**src/design/dbg_defs.svh**
```systemverilog
// Constants for the debug entry and program release block
`ifndef DBG_DEFS_SVH
`define DBG_DEFS_SVH

`define DBG_IR_W              4
`define DBG_IR_DEBUG_REQ      4'h7
`define DBG_IR_EMU_ENABLE     4'h6
`define DBG_IR_RESET          4'hf
`define DBG_IR_PREAMBLE       2'h1
`define DBG_STATUS_W          2
`define DBG_CMD_W             8
`define DBG_CMD_WR_LATCH      8'h09
`define DBG_CMD_NEW_PROGRAM_JUMP          8'h6c
`define DBG_CMD_RD_LATCH      8'h8b
`define DBG_LATCH_W           24
`define DBG_ADDR_W            16
`define DBG_JUMP_OPCODE       24'h0af080
`define DBG_LATCH_RESET       24'h000000
`define DBG_ADDR_RESET        16'h0000

`endif

```
**src/design/dbg_pkg.sv**
```systemverilog
// Types for the debug entry and program release block
`default_nettype none
package dbg_pkg;

  typedef enum logic [3:0] {
    TLR, RTI, SEL_DR, CAP_DR, SH_DR, EX1_DR, PAU_DR, EX2_DR, UPD_DR,
    SEL_IR, CAP_IR, SH_IR, EX1_IR, PAU_IR, EX2_IR, UPD_IR
  } tap_state_e;

  typedef enum logic [1:0] {
    PH_CMD, PH_WR_LATCH, PH_NEW_PROGRAM_JUMP, PH_READ
  } dr_phase_e;

endpackage
`default_nettype wire

```
**src/design/debug_release.sv**
```systemverilog
// Test port logic for debug entry, emulation enable and new program release
`timescale 1ns/1ps
`default_nettype none
`include "dbg_defs.svh"

// Overview of operation
// - Write command then opcode loads instruction latch
// - New_program_jump command then 16-bit address to data latch
// - Address write leaves debug, core jumps there
// - Debug-request instruction forces debug mode entry
// - Debug-request code shifted in, status shifted out
// - Capture-IR loads current core status bits
// - Update-IR of debug-request raises stop request
// - Status bits both one signal debug mode
// - Emulator-enable code shifted in, status out
// - Update-IR of enable opens command register
// - 8-bit commands shifted, executed on Update-DR
module debug_release #(
  parameter int LATCH_W = `DBG_LATCH_W,
  parameter int ADDR_W  = `DBG_ADDR_W
) (
  input  wire logic                     clk_sys,
  input  wire logic                     arst_n,
  input  wire logic                     tck,
  input  wire logic                     tms,
  input  wire logic                     tdi,
  input  wire logic [`DBG_STATUS_W-1:0] core_state_bits,
  output logic                          tdo,
  output logic                          tdo_oe_n,
  output logic                          debug_request,
  output logic                          emulator_enabled,
  output logic [LATCH_W-1:0]            instruction_latch,
  output logic [ADDR_W-1:0]             program_data_latch,
  output logic                          new_program_jump,
  output logic                          leave_debug_flag
);

  generate
    if (LATCH_W != `DBG_LATCH_W || ADDR_W > LATCH_W || ADDR_W < 1) begin : g_bad_width
      $error("debug_release: unsupported latch or address width");
    end
  endgenerate

  // Pin synchronisers
  logic [1:0] tck_sync_r;
  logic [1:0] tms_sync_r;
  logic [1:0] tdi_sync_r;
  logic       tck_prev_r;

  always_ff @(posedge clk_sys or negedge arst_n) begin
    if (!arst_n) begin
      tck_sync_r <= 2'h0;
      tms_sync_r <= 2'h3;
      tdi_sync_r <= 2'h3;
      tck_prev_r <= 1'b0;
    end else begin
      tck_sync_r <= {tck_sync_r[0], tck};
      tms_sync_r <= {tms_sync_r[0], tms};
      tdi_sync_r <= {tdi_sync_r[0], tdi};
      tck_prev_r <= tck_sync_r[1];
    end
  end

  logic tck_s;
  logic tms_s;
  logic tdi_s;
  logic tck_rise;
  logic tck_fall;

  assign tck_s    = tck_sync_r[1];
  assign tms_s    = tms_sync_r[1];
  assign tdi_s    = tdi_sync_r[1];
  assign tck_rise = tck_s & ~tck_prev_r;
  assign tck_fall = ~tck_s & tck_prev_r;

  function automatic dbg_pkg::tap_state_e tap_next(input dbg_pkg::tap_state_e s,
                                                   input logic m);
    unique case (s)
      dbg_pkg::TLR:    tap_next = m ? dbg_pkg::TLR    : dbg_pkg::RTI;
      dbg_pkg::RTI:    tap_next = m ? dbg_pkg::SEL_DR : dbg_pkg::RTI;
      dbg_pkg::SEL_DR: tap_next = m ? dbg_pkg::SEL_IR : dbg_pkg::CAP_DR;
      dbg_pkg::CAP_DR: tap_next = m ? dbg_pkg::EX1_DR : dbg_pkg::SH_DR;
      dbg_pkg::SH_DR:  tap_next = m ? dbg_pkg::EX1_DR : dbg_pkg::SH_DR;
      dbg_pkg::EX1_DR: tap_next = m ? dbg_pkg::UPD_DR : dbg_pkg::PAU_DR;
      dbg_pkg::PAU_DR: tap_next = m ? dbg_pkg::EX2_DR : dbg_pkg::PAU_DR;
      dbg_pkg::EX2_DR: tap_next = m ? dbg_pkg::UPD_DR : dbg_pkg::SH_DR;
      dbg_pkg::UPD_DR: tap_next = m ? dbg_pkg::SEL_DR : dbg_pkg::RTI;
      dbg_pkg::SEL_IR: tap_next = m ? dbg_pkg::TLR    : dbg_pkg::CAP_IR;
      dbg_pkg::CAP_IR: tap_next = m ? dbg_pkg::EX1_IR : dbg_pkg::SH_IR;
      dbg_pkg::SH_IR:  tap_next = m ? dbg_pkg::EX1_IR : dbg_pkg::SH_IR;
      dbg_pkg::EX1_IR: tap_next = m ? dbg_pkg::UPD_IR : dbg_pkg::PAU_IR;
      dbg_pkg::PAU_IR: tap_next = m ? dbg_pkg::EX2_IR : dbg_pkg::PAU_IR;
      dbg_pkg::EX2_IR: tap_next = m ? dbg_pkg::UPD_IR : dbg_pkg::SH_IR;
      dbg_pkg::UPD_IR: tap_next = m ? dbg_pkg::SEL_DR : dbg_pkg::RTI;
    endcase
  endfunction

  dbg_pkg::tap_state_e     tap_r,     tap_nxt;
  dbg_pkg::dr_phase_e      phase_r,   phase_nxt;
  logic [`DBG_IR_W-1:0]    ir_sh_r,   ir_sh_nxt;
  logic [LATCH_W-1:0]      dr_sh_r,   dr_sh_nxt;
  logic                    bypass_r,  bypass_nxt;
  logic                    tdo_r,     tdo_nxt;
  logic                    oe_n_r,    oe_n_nxt;
  logic                    dbg_req_r, dbg_req_nxt;
  logic                    emu_en_r,  emu_en_nxt;
  logic [LATCH_W-1:0]      latch_r,   latch_nxt;
  logic [ADDR_W-1:0]       pdl_r,     pdl_nxt;
  logic                    jump_r,    jump_nxt;

  always_comb begin
    tap_nxt     = tap_r;
    phase_nxt   = phase_r;
    ir_sh_nxt   = ir_sh_r;
    dr_sh_nxt   = dr_sh_r;
    bypass_nxt  = bypass_r;
    tdo_nxt     = tdo_r;
    oe_n_nxt    = oe_n_r;
    dbg_req_nxt = 1'b0;
    emu_en_nxt  = emu_en_r;
    latch_nxt   = latch_r;
    pdl_nxt     = pdl_r;
    jump_nxt    = 1'b0;
    if (tck_rise) begin
      tap_nxt = tap_next(tap_r, tms_s);
      unique case (tap_r)
        dbg_pkg::TLR: begin
          ir_sh_nxt  = `DBG_IR_RESET;
          emu_en_nxt = 1'b0;
          phase_nxt  = dbg_pkg::PH_CMD;
        end
        dbg_pkg::CAP_IR: begin
          ir_sh_nxt = {core_state_bits, `DBG_IR_PREAMBLE};
        end
        dbg_pkg::SH_IR: begin
          ir_sh_nxt = {tdi_s, ir_sh_r[`DBG_IR_W-1:1]};
        end
        dbg_pkg::UPD_IR: begin
          dbg_req_nxt = (ir_sh_r == `DBG_IR_DEBUG_REQ);
          emu_en_nxt  = (ir_sh_r == `DBG_IR_EMU_ENABLE);
          phase_nxt   = dbg_pkg::PH_CMD;
        end
        dbg_pkg::CAP_DR: begin
          bypass_nxt = 1'b0;
        end
        dbg_pkg::SH_DR: begin
          if (emu_en_r) begin
            dr_sh_nxt = {dr_sh_r[LATCH_W-2:0], tdi_s};
          end else begin
            bypass_nxt = tdi_s;
          end
        end
        dbg_pkg::UPD_DR: begin
          if (emu_en_r) begin
            unique case (phase_r)
              dbg_pkg::PH_CMD: begin
                case (dr_sh_r[`DBG_CMD_W-1:0])
                  `DBG_CMD_WR_LATCH: phase_nxt = dbg_pkg::PH_WR_LATCH;
                  `DBG_CMD_NEW_PROGRAM_JUMP:     phase_nxt = dbg_pkg::PH_NEW_PROGRAM_JUMP;
                  `DBG_CMD_RD_LATCH: begin
                    dr_sh_nxt = latch_r;
                    phase_nxt = dbg_pkg::PH_READ;
                  end
                  default: ;
                endcase
              end
              dbg_pkg::PH_WR_LATCH: begin
                latch_nxt = dr_sh_r;
                phase_nxt = dbg_pkg::PH_CMD;
              end
              dbg_pkg::PH_NEW_PROGRAM_JUMP: begin
                pdl_nxt   = dr_sh_r[ADDR_W-1:0];
                jump_nxt  = 1'b1;
                phase_nxt = dbg_pkg::PH_CMD;
              end
              dbg_pkg::PH_READ: begin
                phase_nxt = dbg_pkg::PH_CMD;
              end
            endcase
          end
        end
        default: ;
      endcase
    end
    if (tck_fall) begin
      oe_n_nxt = !(tap_r == dbg_pkg::SH_IR || tap_r == dbg_pkg::SH_DR);
      if (tap_r == dbg_pkg::SH_IR) begin
        tdo_nxt = ir_sh_r[0];
      end else if (tap_r == dbg_pkg::SH_DR) begin
        tdo_nxt = emu_en_r ? dr_sh_r[LATCH_W-1] : bypass_r;
      end else begin
        tdo_nxt = 1'b0;
      end
    end
  end

  always_ff @(posedge clk_sys or negedge arst_n) begin
    if (!arst_n) begin
      tap_r     <= dbg_pkg::TLR;
      phase_r   <= dbg_pkg::PH_CMD;
      ir_sh_r   <= `DBG_IR_RESET;
      dr_sh_r   <= `DBG_LATCH_RESET;
      bypass_r  <= 1'b0;
      tdo_r     <= 1'b0;
      oe_n_r    <= 1'b1;
      dbg_req_r <= 1'b0;
      emu_en_r  <= 1'b0;
      latch_r   <= `DBG_LATCH_RESET;
      pdl_r     <= ADDR_W'(`DBG_ADDR_RESET);
      jump_r    <= 1'b0;
    end else begin
      tap_r     <= tap_nxt;
      phase_r   <= phase_nxt;
      ir_sh_r   <= ir_sh_nxt;
      dr_sh_r   <= dr_sh_nxt;
      bypass_r  <= bypass_nxt;
      tdo_r     <= tdo_nxt;
      oe_n_r    <= oe_n_nxt;
      dbg_req_r <= dbg_req_nxt;
      emu_en_r  <= emu_en_nxt;
      latch_r   <= latch_nxt;
      pdl_r     <= pdl_nxt;
      jump_r    <= jump_nxt;
    end
  end

  assign tdo                = tdo_r;
  assign tdo_oe_n           = oe_n_r;
  assign debug_request      = dbg_req_r;
  assign emulator_enabled   = emu_en_r;
  assign instruction_latch  = latch_r;
  assign program_data_latch = pdl_r;
  assign new_program_jump   = jump_r;
  assign leave_debug_flag   = jump_r;

endmodule
`default_nettype wire

```
**config.mk**
```make
export PLATFORM = sky130hd
export DESIGN_NAME = debug_release
export DESIGN_NICKNAME = d
export VERILOG_FILES = /design/src/design/dbg_pkg.sv /design/src/design/debug_release.sv
export VERILOG_INCLUDE_DIRS = /design/src /design/src/design
export SDC_FILE = /design/constraint.sdc
export NUM_CORES = 1
export LEC_CHECK = 0
export BUFFER_PORTS_ARGS = -buffer_cell sky130_fd_sc_hd__buf_2
export CAP_MARGIN = 25
export CORE_ASPECT_RATIO = 0.9
export CORE_MARGIN = 5
export CORE_UTILIZATION = 51
export DETAILED_ROUTE_END_ITERATION = 8
export PLACE_DENSITY = 0.75
export SLEW_MARGIN = 30
export SYNTH_ARGS = -nofsm -noshare
export SYNTH_HDL_FRONTEND = slang
export SYNTH_SLANG_ARGS = --single-unit
```
**constraint.sdc**
```tcl
create_clock -name clk_sys -period 3.75 [get_ports clk_sys]
set_clock_uncertainty 0.15 [all_clocks]
set_input_delay 0 -clock clk_sys [delete_from_list [all_inputs] [get_ports clk_sys]]
set_output_delay 0 -clock clk_sys [all_outputs]
set_load 0.005 [all_outputs]
```
==> metrics.txt <==
# TYPE chip_impl_metric gauge
chip_impl_metric{name="ir_drop",unit="mV"} 0.243
chip_impl_metric{name="p_comb_share",unit="%"} 13.8
chip_impl_metric{name="power.sequential.fraction",unit="%"} 55.6
chip_impl_metric{name="clock-sinks",unit=""} 87
chip_impl_metric{name="finalMaxSlewViolations",unit=""} 0
chip_impl_info{name="main_combinational_cell_family_by_area_after_synthesis",value="multiplexers"} 1
chip_impl_metric{name="place_inst",unit=""} 432
chip_impl_metric{name="post_layout_nonfiller_instances",unit=""} 454
chip_impl_metric{name="timing.final.crit_period",unit="ns"} 2.87
chip_impl_metric{name="synth_warnings",unit=""} 0
chip_impl_metric{name="insertion_delay",unit="ns"} 0.35
chip_impl_metric{name="floorplan.die.width",unit="um"} 103
chip_impl_metric{name="worst-slew-pin-transition",unit="ns"} 0.834
chip_impl_metric{name="fp-row-count",unit=""} 30
chip_impl_metric{name="floorplan.initialDensity",unit="%"} 52.3
chip_impl_metric{name="final.setup.tns",unit="ns"} 0
chip_impl_metric{name="core-area",unit="sq um"} 7540
chip_impl_metric{name="vias_per_cell",unit=""} 5.45
chip_impl_metric{name="dpl-instance-area",unit="sq um"} 4240
chip_impl_metric{name="die_h",unit="um"} 93.4
chip_impl_metric{name="syn-instance-count",unit=""} 300
chip_impl_metric{name="post_synth_and_or_nand_nor_area_fraction",unit="%"} 8.34
chip_impl_metric{name="report.final.setup_viol",unit=""} 0
chip_impl_metric{name="seq_area_frac_synth",unit="%"} 55.5
chip_impl_metric{name="grt_pass1_vias",unit=""} 2485
chip_impl_info{name="timing.hold.worst.class",value="primary input to asynchronous set/reset pin"} 1
chip_impl_metric{name="ctsHoldBuffers",unit=""} 6
chip_impl_metric{name="antenna_found_initial",unit=""} 0
chip_impl_metric{name="max_slew_headroom",unit="%"} 44.4
chip_impl_metric{name="n_antenna_cell",unit=""} 0
chip_impl_metric{name="grt_max_degree",unit=""} 64
chip_impl_metric{name="yosys.area_share.xor_xnor",unit="%"} 0.444
chip_impl_metric{name="syn-num-nets",unit=""} 307
chip_impl_metric{name="drc",unit=""} 0
chip_impl_metric{name="finalInstanceArea",unit="sq um"} 4490
chip_impl_metric{name="timing.critical_path.required",unit="ns"} 3.83
chip_impl_metric{name="global_route_wire_length_before_repair",unit="um"} 12400
chip_impl_metric{name="cts.reportedPaths.clkPinSlew",unit="ns"} 0.09
chip_impl_metric{name="share_of_post_route_cells_with_drive_strength_above_1",unit="%"} 48.6
chip_impl_metric{name="ys_async_sr_fraction",unit="%"} 100
chip_impl_info{name="ys_dominant_reg_cell",value="sky130_fd_sc_hd__dfrtp_1"} 1
chip_impl_info{name="synth_top_area_cell",value="sky130_fd_sc_hd__dfrtp_1"} 1
chip_impl_metric{name="sw_frac_of_total",unit="%"} 30.1
chip_impl_metric{name="netlist.area_leader.share",unit="%"} 49.5
chip_impl_info{name="post_synth_main_area_contributors",value="sky130_fd_sc_hd__dfrtp_1, sky130_fd_sc_hd__mux2_2, sky130_fd_sc_hd__dfstp_2, sky130_fd_sc_hd__mux2i_1, sky130_fd_sc_hd__nand2_1"} 1
chip_impl_metric{name="clock_network_power_share",unit="%"} 30.6
chip_impl_metric{name="placement.io_buffers",unit=""} 52
chip_impl_metric{name="route.final.wire_length",unit="um"} 7290
chip_impl_metric{name="syn-cell-area",unit="sq um"} 3940
chip_impl_metric{name="dp.final_hpwl",unit="um"} 4810
chip_impl_metric{name="grt_overflow_total",unit=""} 0
chip_impl_metric{name="synth_compound_gate_area_share",unit="%"} 6.12
chip_impl_info{name="cts_root_buf",value="sky130_fd_sc_hd__clkbuf_8"} 1
chip_impl_metric{name="synth_mux_area_share",unit="%"} 25.8
chip_impl_metric{name="route.vias.total",unit=""} 2475
chip_impl_metric{name="routability_congestion_estimate",unit=""} 0.806
chip_impl_metric{name="cellInternalPower",unit="W"} 0.00141
chip_impl_metric{name="synth_seq_cells",unit=""} 87
chip_impl_metric{name="synth_enable_flop_cells",unit=""} 0
chip_impl_metric{name="p_leak",unit="nW"} 2.24
chip_impl_metric{name="finish.net_count",unit=""} 360
chip_impl_info{name="worstSetupPathType",value="register to register"} 1
chip_impl_metric{name="first_iter_violations",unit=""} 119
chip_impl_metric{name="post_cts.repair.setup_buffers",unit=""} 0
chip_impl_metric{name="final_core_utilization",unit="%"} 59.5
chip_impl_metric{name="area_growth_syn_to_layout",unit="%"} 13.9
chip_impl_info{name="setup.worst_path.end_class",value="register"} 1
chip_impl_metric{name="power_per_cell_area",unit="nW/um^2"} 450
chip_impl_metric{name="cap_violations",unit=""} 0
chip_impl_metric{name="hold_viol_final",unit=""} 0
chip_impl_metric{name="total_power",unit="W"} 0.00202
chip_impl_metric{name="number_of_gates_resized_after_cts",unit=""} 0
chip_impl_metric{name="drt.antenna.violating_nets",unit=""} 0
chip_impl_info{name="tritoncts",value="built"} 1
chip_impl_metric{name="grt_usage",unit="%"} 16.4
chip_impl_info{name="status",value="complete, no violations"} 1
chip_impl_metric{name="cts_htree_levels",unit=""} 3
chip_impl_metric{name="floorplan.io_pins",unit=""} 53
chip_impl_metric{name="post_drt_wl_per_cell",unit="um"} 16.0
chip_impl_metric{name="synthesis.area_per_instance",unit="sq um"} 13.1
chip_impl_metric{name="net-switching-power",unit="W"} 0.000608
chip_impl_metric{name="tritoncts.num_buffers",unit=""} 9
chip_impl_metric{name="die_area",unit="sq um"} 9590
chip_impl_metric{name="synth_cell_type_count",unit=""} 48
chip_impl_metric{name="final_min_period_over_clock_period",unit="%"} 76.6
chip_impl_metric{name="worstPathMaxFanout",unit=""} 24
chip_impl_metric{name="cts-root-to-sink-buffers",unit=""} 2
chip_impl_metric{name="synthAdderAreaFrac",unit="%"} 0
chip_impl_metric{name="timing.critical_path.arrival",unit="ns"} 2.95
chip_impl_metric{name="max_frequency",unit="GHz"} 0.348
chip_impl_metric{name="drt_first_pass_iters",unit=""} 4
chip_impl_info{name="rsz0062_at_grt",value="no"} 1
chip_impl_info{name="critPathLaunchType",value="register"} 1
area by class of cell:
class | instances | area [sq um]
tap | 96 | 120
fill | 601 | 3050
clock inverter | 6 | 51.3
clock buffer | 10 | 138
sequential | 87 | 2190
multi-input combinational | 188 | 1620
timing repair buffer | 63 | 360
inverter | 4 | 15.0
metrics by stage:
step / setup WS (ns) / hold slack, ns
floorplan: 1.31 / -0.446
global placement: 0.948 / -0.0450
detailed placement: 0.897 / -0.0431
CTS: 0.873 / 0.105
global route: 0.786 / 0.131
finish: 0.879 / 0.104
final timing paths:
check	startpoint	to	slack, ns	depth (start not counted)
worst max register to register	dr_sh_r[2]	dr_sh_r[21]	0.88	4
worst max-delay path	dr_sh_r[2]	dr_sh_r[21]	0.88	4
max in group asynchronous	arst_n	tms_sync_r[1]	2.48	3
worst min-delay path	arst_n	program_data_latch[1]	0.10	2
worst min register to register	tck_sync_r[0]	tck_sync_r[1]	0.20	0
min in group clk_sys	tck	tck_sync_r[0]	0.14	2
synth_stat cells (2+ instances only):
cell,n
sky130_fd_sc_hd__mux2_2,85
sky130_fd_sc_hd__dfrtp_1,78
sky130_fd_sc_hd__nand2_1,14
sky130_fd_sc_hd__nor2_1,14
sky130_fd_sc_hd__dfstp_2,9
sky130_fd_sc_hd__a21oi_1,8
sky130_fd_sc_hd__o21ai_0,8
sky130_fd_sc_hd__clkbuf_1,6
sky130_fd_sc_hd__mux2i_1,6
sky130_fd_sc_hd__buf_2,4
sky130_fd_sc_hd__inv_1,4
sky130_fd_sc_hd__nand2b_1,4
sky130_fd_sc_hd__nand3_1,4
sky130_fd_sc_hd__a211oi_1,3
sky130_fd_sc_hd__a2bb2oi_1,3
sky130_fd_sc_hd__buf_1,3
sky130_fd_sc_hd__buf_6,3
sky130_fd_sc_hd__nor2b_1,3
sky130_fd_sc_hd__o22ai_1,3
sky130_fd_sc_hd__o31ai_1,3
sky130_fd_sc_hd__a31oi_1,2
sky130_fd_sc_hd__and2_1,2
sky130_fd_sc_hd__and4_1,2
sky130_fd_sc_hd__buf_4,2
sky130_fd_sc_hd__nand4b_1,2
sky130_fd_sc_hd__nor3_1,2
sky130_fd_sc_hd__or3b_2,2
critical path, stage by stage (launching register included):
cell and delay (ns):
sky130_fd_sc_hd__dfrtp_1 0.44, sky130_fd_sc_hd__or4b_4 0.57, sky130_fd_sc_hd__or4_4 0.52, sky130_fd_sc_hd__a21oi_4 0.66, sky130_fd_sc_hd__mux2_2 0.41
registers in the layout (all words and copies together), names as in the netlist:
register	cells
ir_sh_r	4
phase_r	2
tms_sync_r	2
tck_prev_r	1
tdo_oe_n	1
tck_sync_r	2
bypass_r	1
debug_request	1
tap_r	4
tdi_sync_r	2
instruction_latch	24
leave_debug_flag	1
emulator_enabled	1
program_data_latch	16
dr_sh_r	24
tdo	1
layer usage:
layer  global-route usage, %  share of wire (%)  wire length, um  vias to the layer above
li1                        -                  -                -                     1186
met1                    23.0                 47             3450                     1221
met2                    24.6                 46             3390                       60
met3                    4.25                5.3              384                        8
met4                    5.46               0.95               69                        0
met5                       0                  0                0                        -
cells in the final DEF, fill, tap and decap left out, types with 3 or more instances in the layout:
master / n
sky130_fd_sc_hd__mux2_2: 85
sky130_fd_sc_hd__dfrtp_1: 78
sky130_fd_sc_hd__buf_2: 51
sky130_fd_sc_hd__nor2_1: 14
sky130_fd_sc_hd__nand2_1: 14
sky130_fd_sc_hd__clkbuf_8: 10
sky130_fd_sc_hd__dfstp_2: 9
sky130_fd_sc_hd__a21oi_1: 8
sky130_fd_sc_hd__o21ai_0: 8
sky130_fd_sc_hd__mux2i_1: 6
sky130_fd_sc_hd__dlygate4sd3_1: 6
sky130_fd_sc_hd__buf_4: 6
sky130_fd_sc_hd__inv_1: 4
sky130_fd_sc_hd__nand2b_1: 4
sky130_fd_sc_hd__nand3_1: 4
sky130_fd_sc_hd__nor2b_1: 3
sky130_fd_sc_hd__o22ai_1: 3
sky130_fd_sc_hd__a211oi_1: 3
sky130_fd_sc_hd__o31ai_1: 3
sky130_fd_sc_hd__a2bb2oi_1: 3
sky130_fd_sc_hd__inv_6: 3
logic make-up after synthesis:
logic type                count (synthesis)
AOI/OAI and AO/OA                        36
xor gates and xnor gates                  2
buffers and inverters                    25
DFF                                      87
muxes                                    91
and+or+nand+nor                          59
power by group through the flow:
stage / sequential (W) / clock [W] / combinational, W
after floorplan: 0.00105 / 0 / 0.000295
after CTS: 0.00112 / 0.000647 / 0.000282
after global routing: 0.00114 / 0.000685 / 0.000316
final: 0.00112 / 0.000618 / 0.000279
after global placement: 0.00114 / 0 / 0.000267
after detailed placement: 0.00114 / 0 / 0.000278
Note: power is estimated with default switching activity, not from simulation.
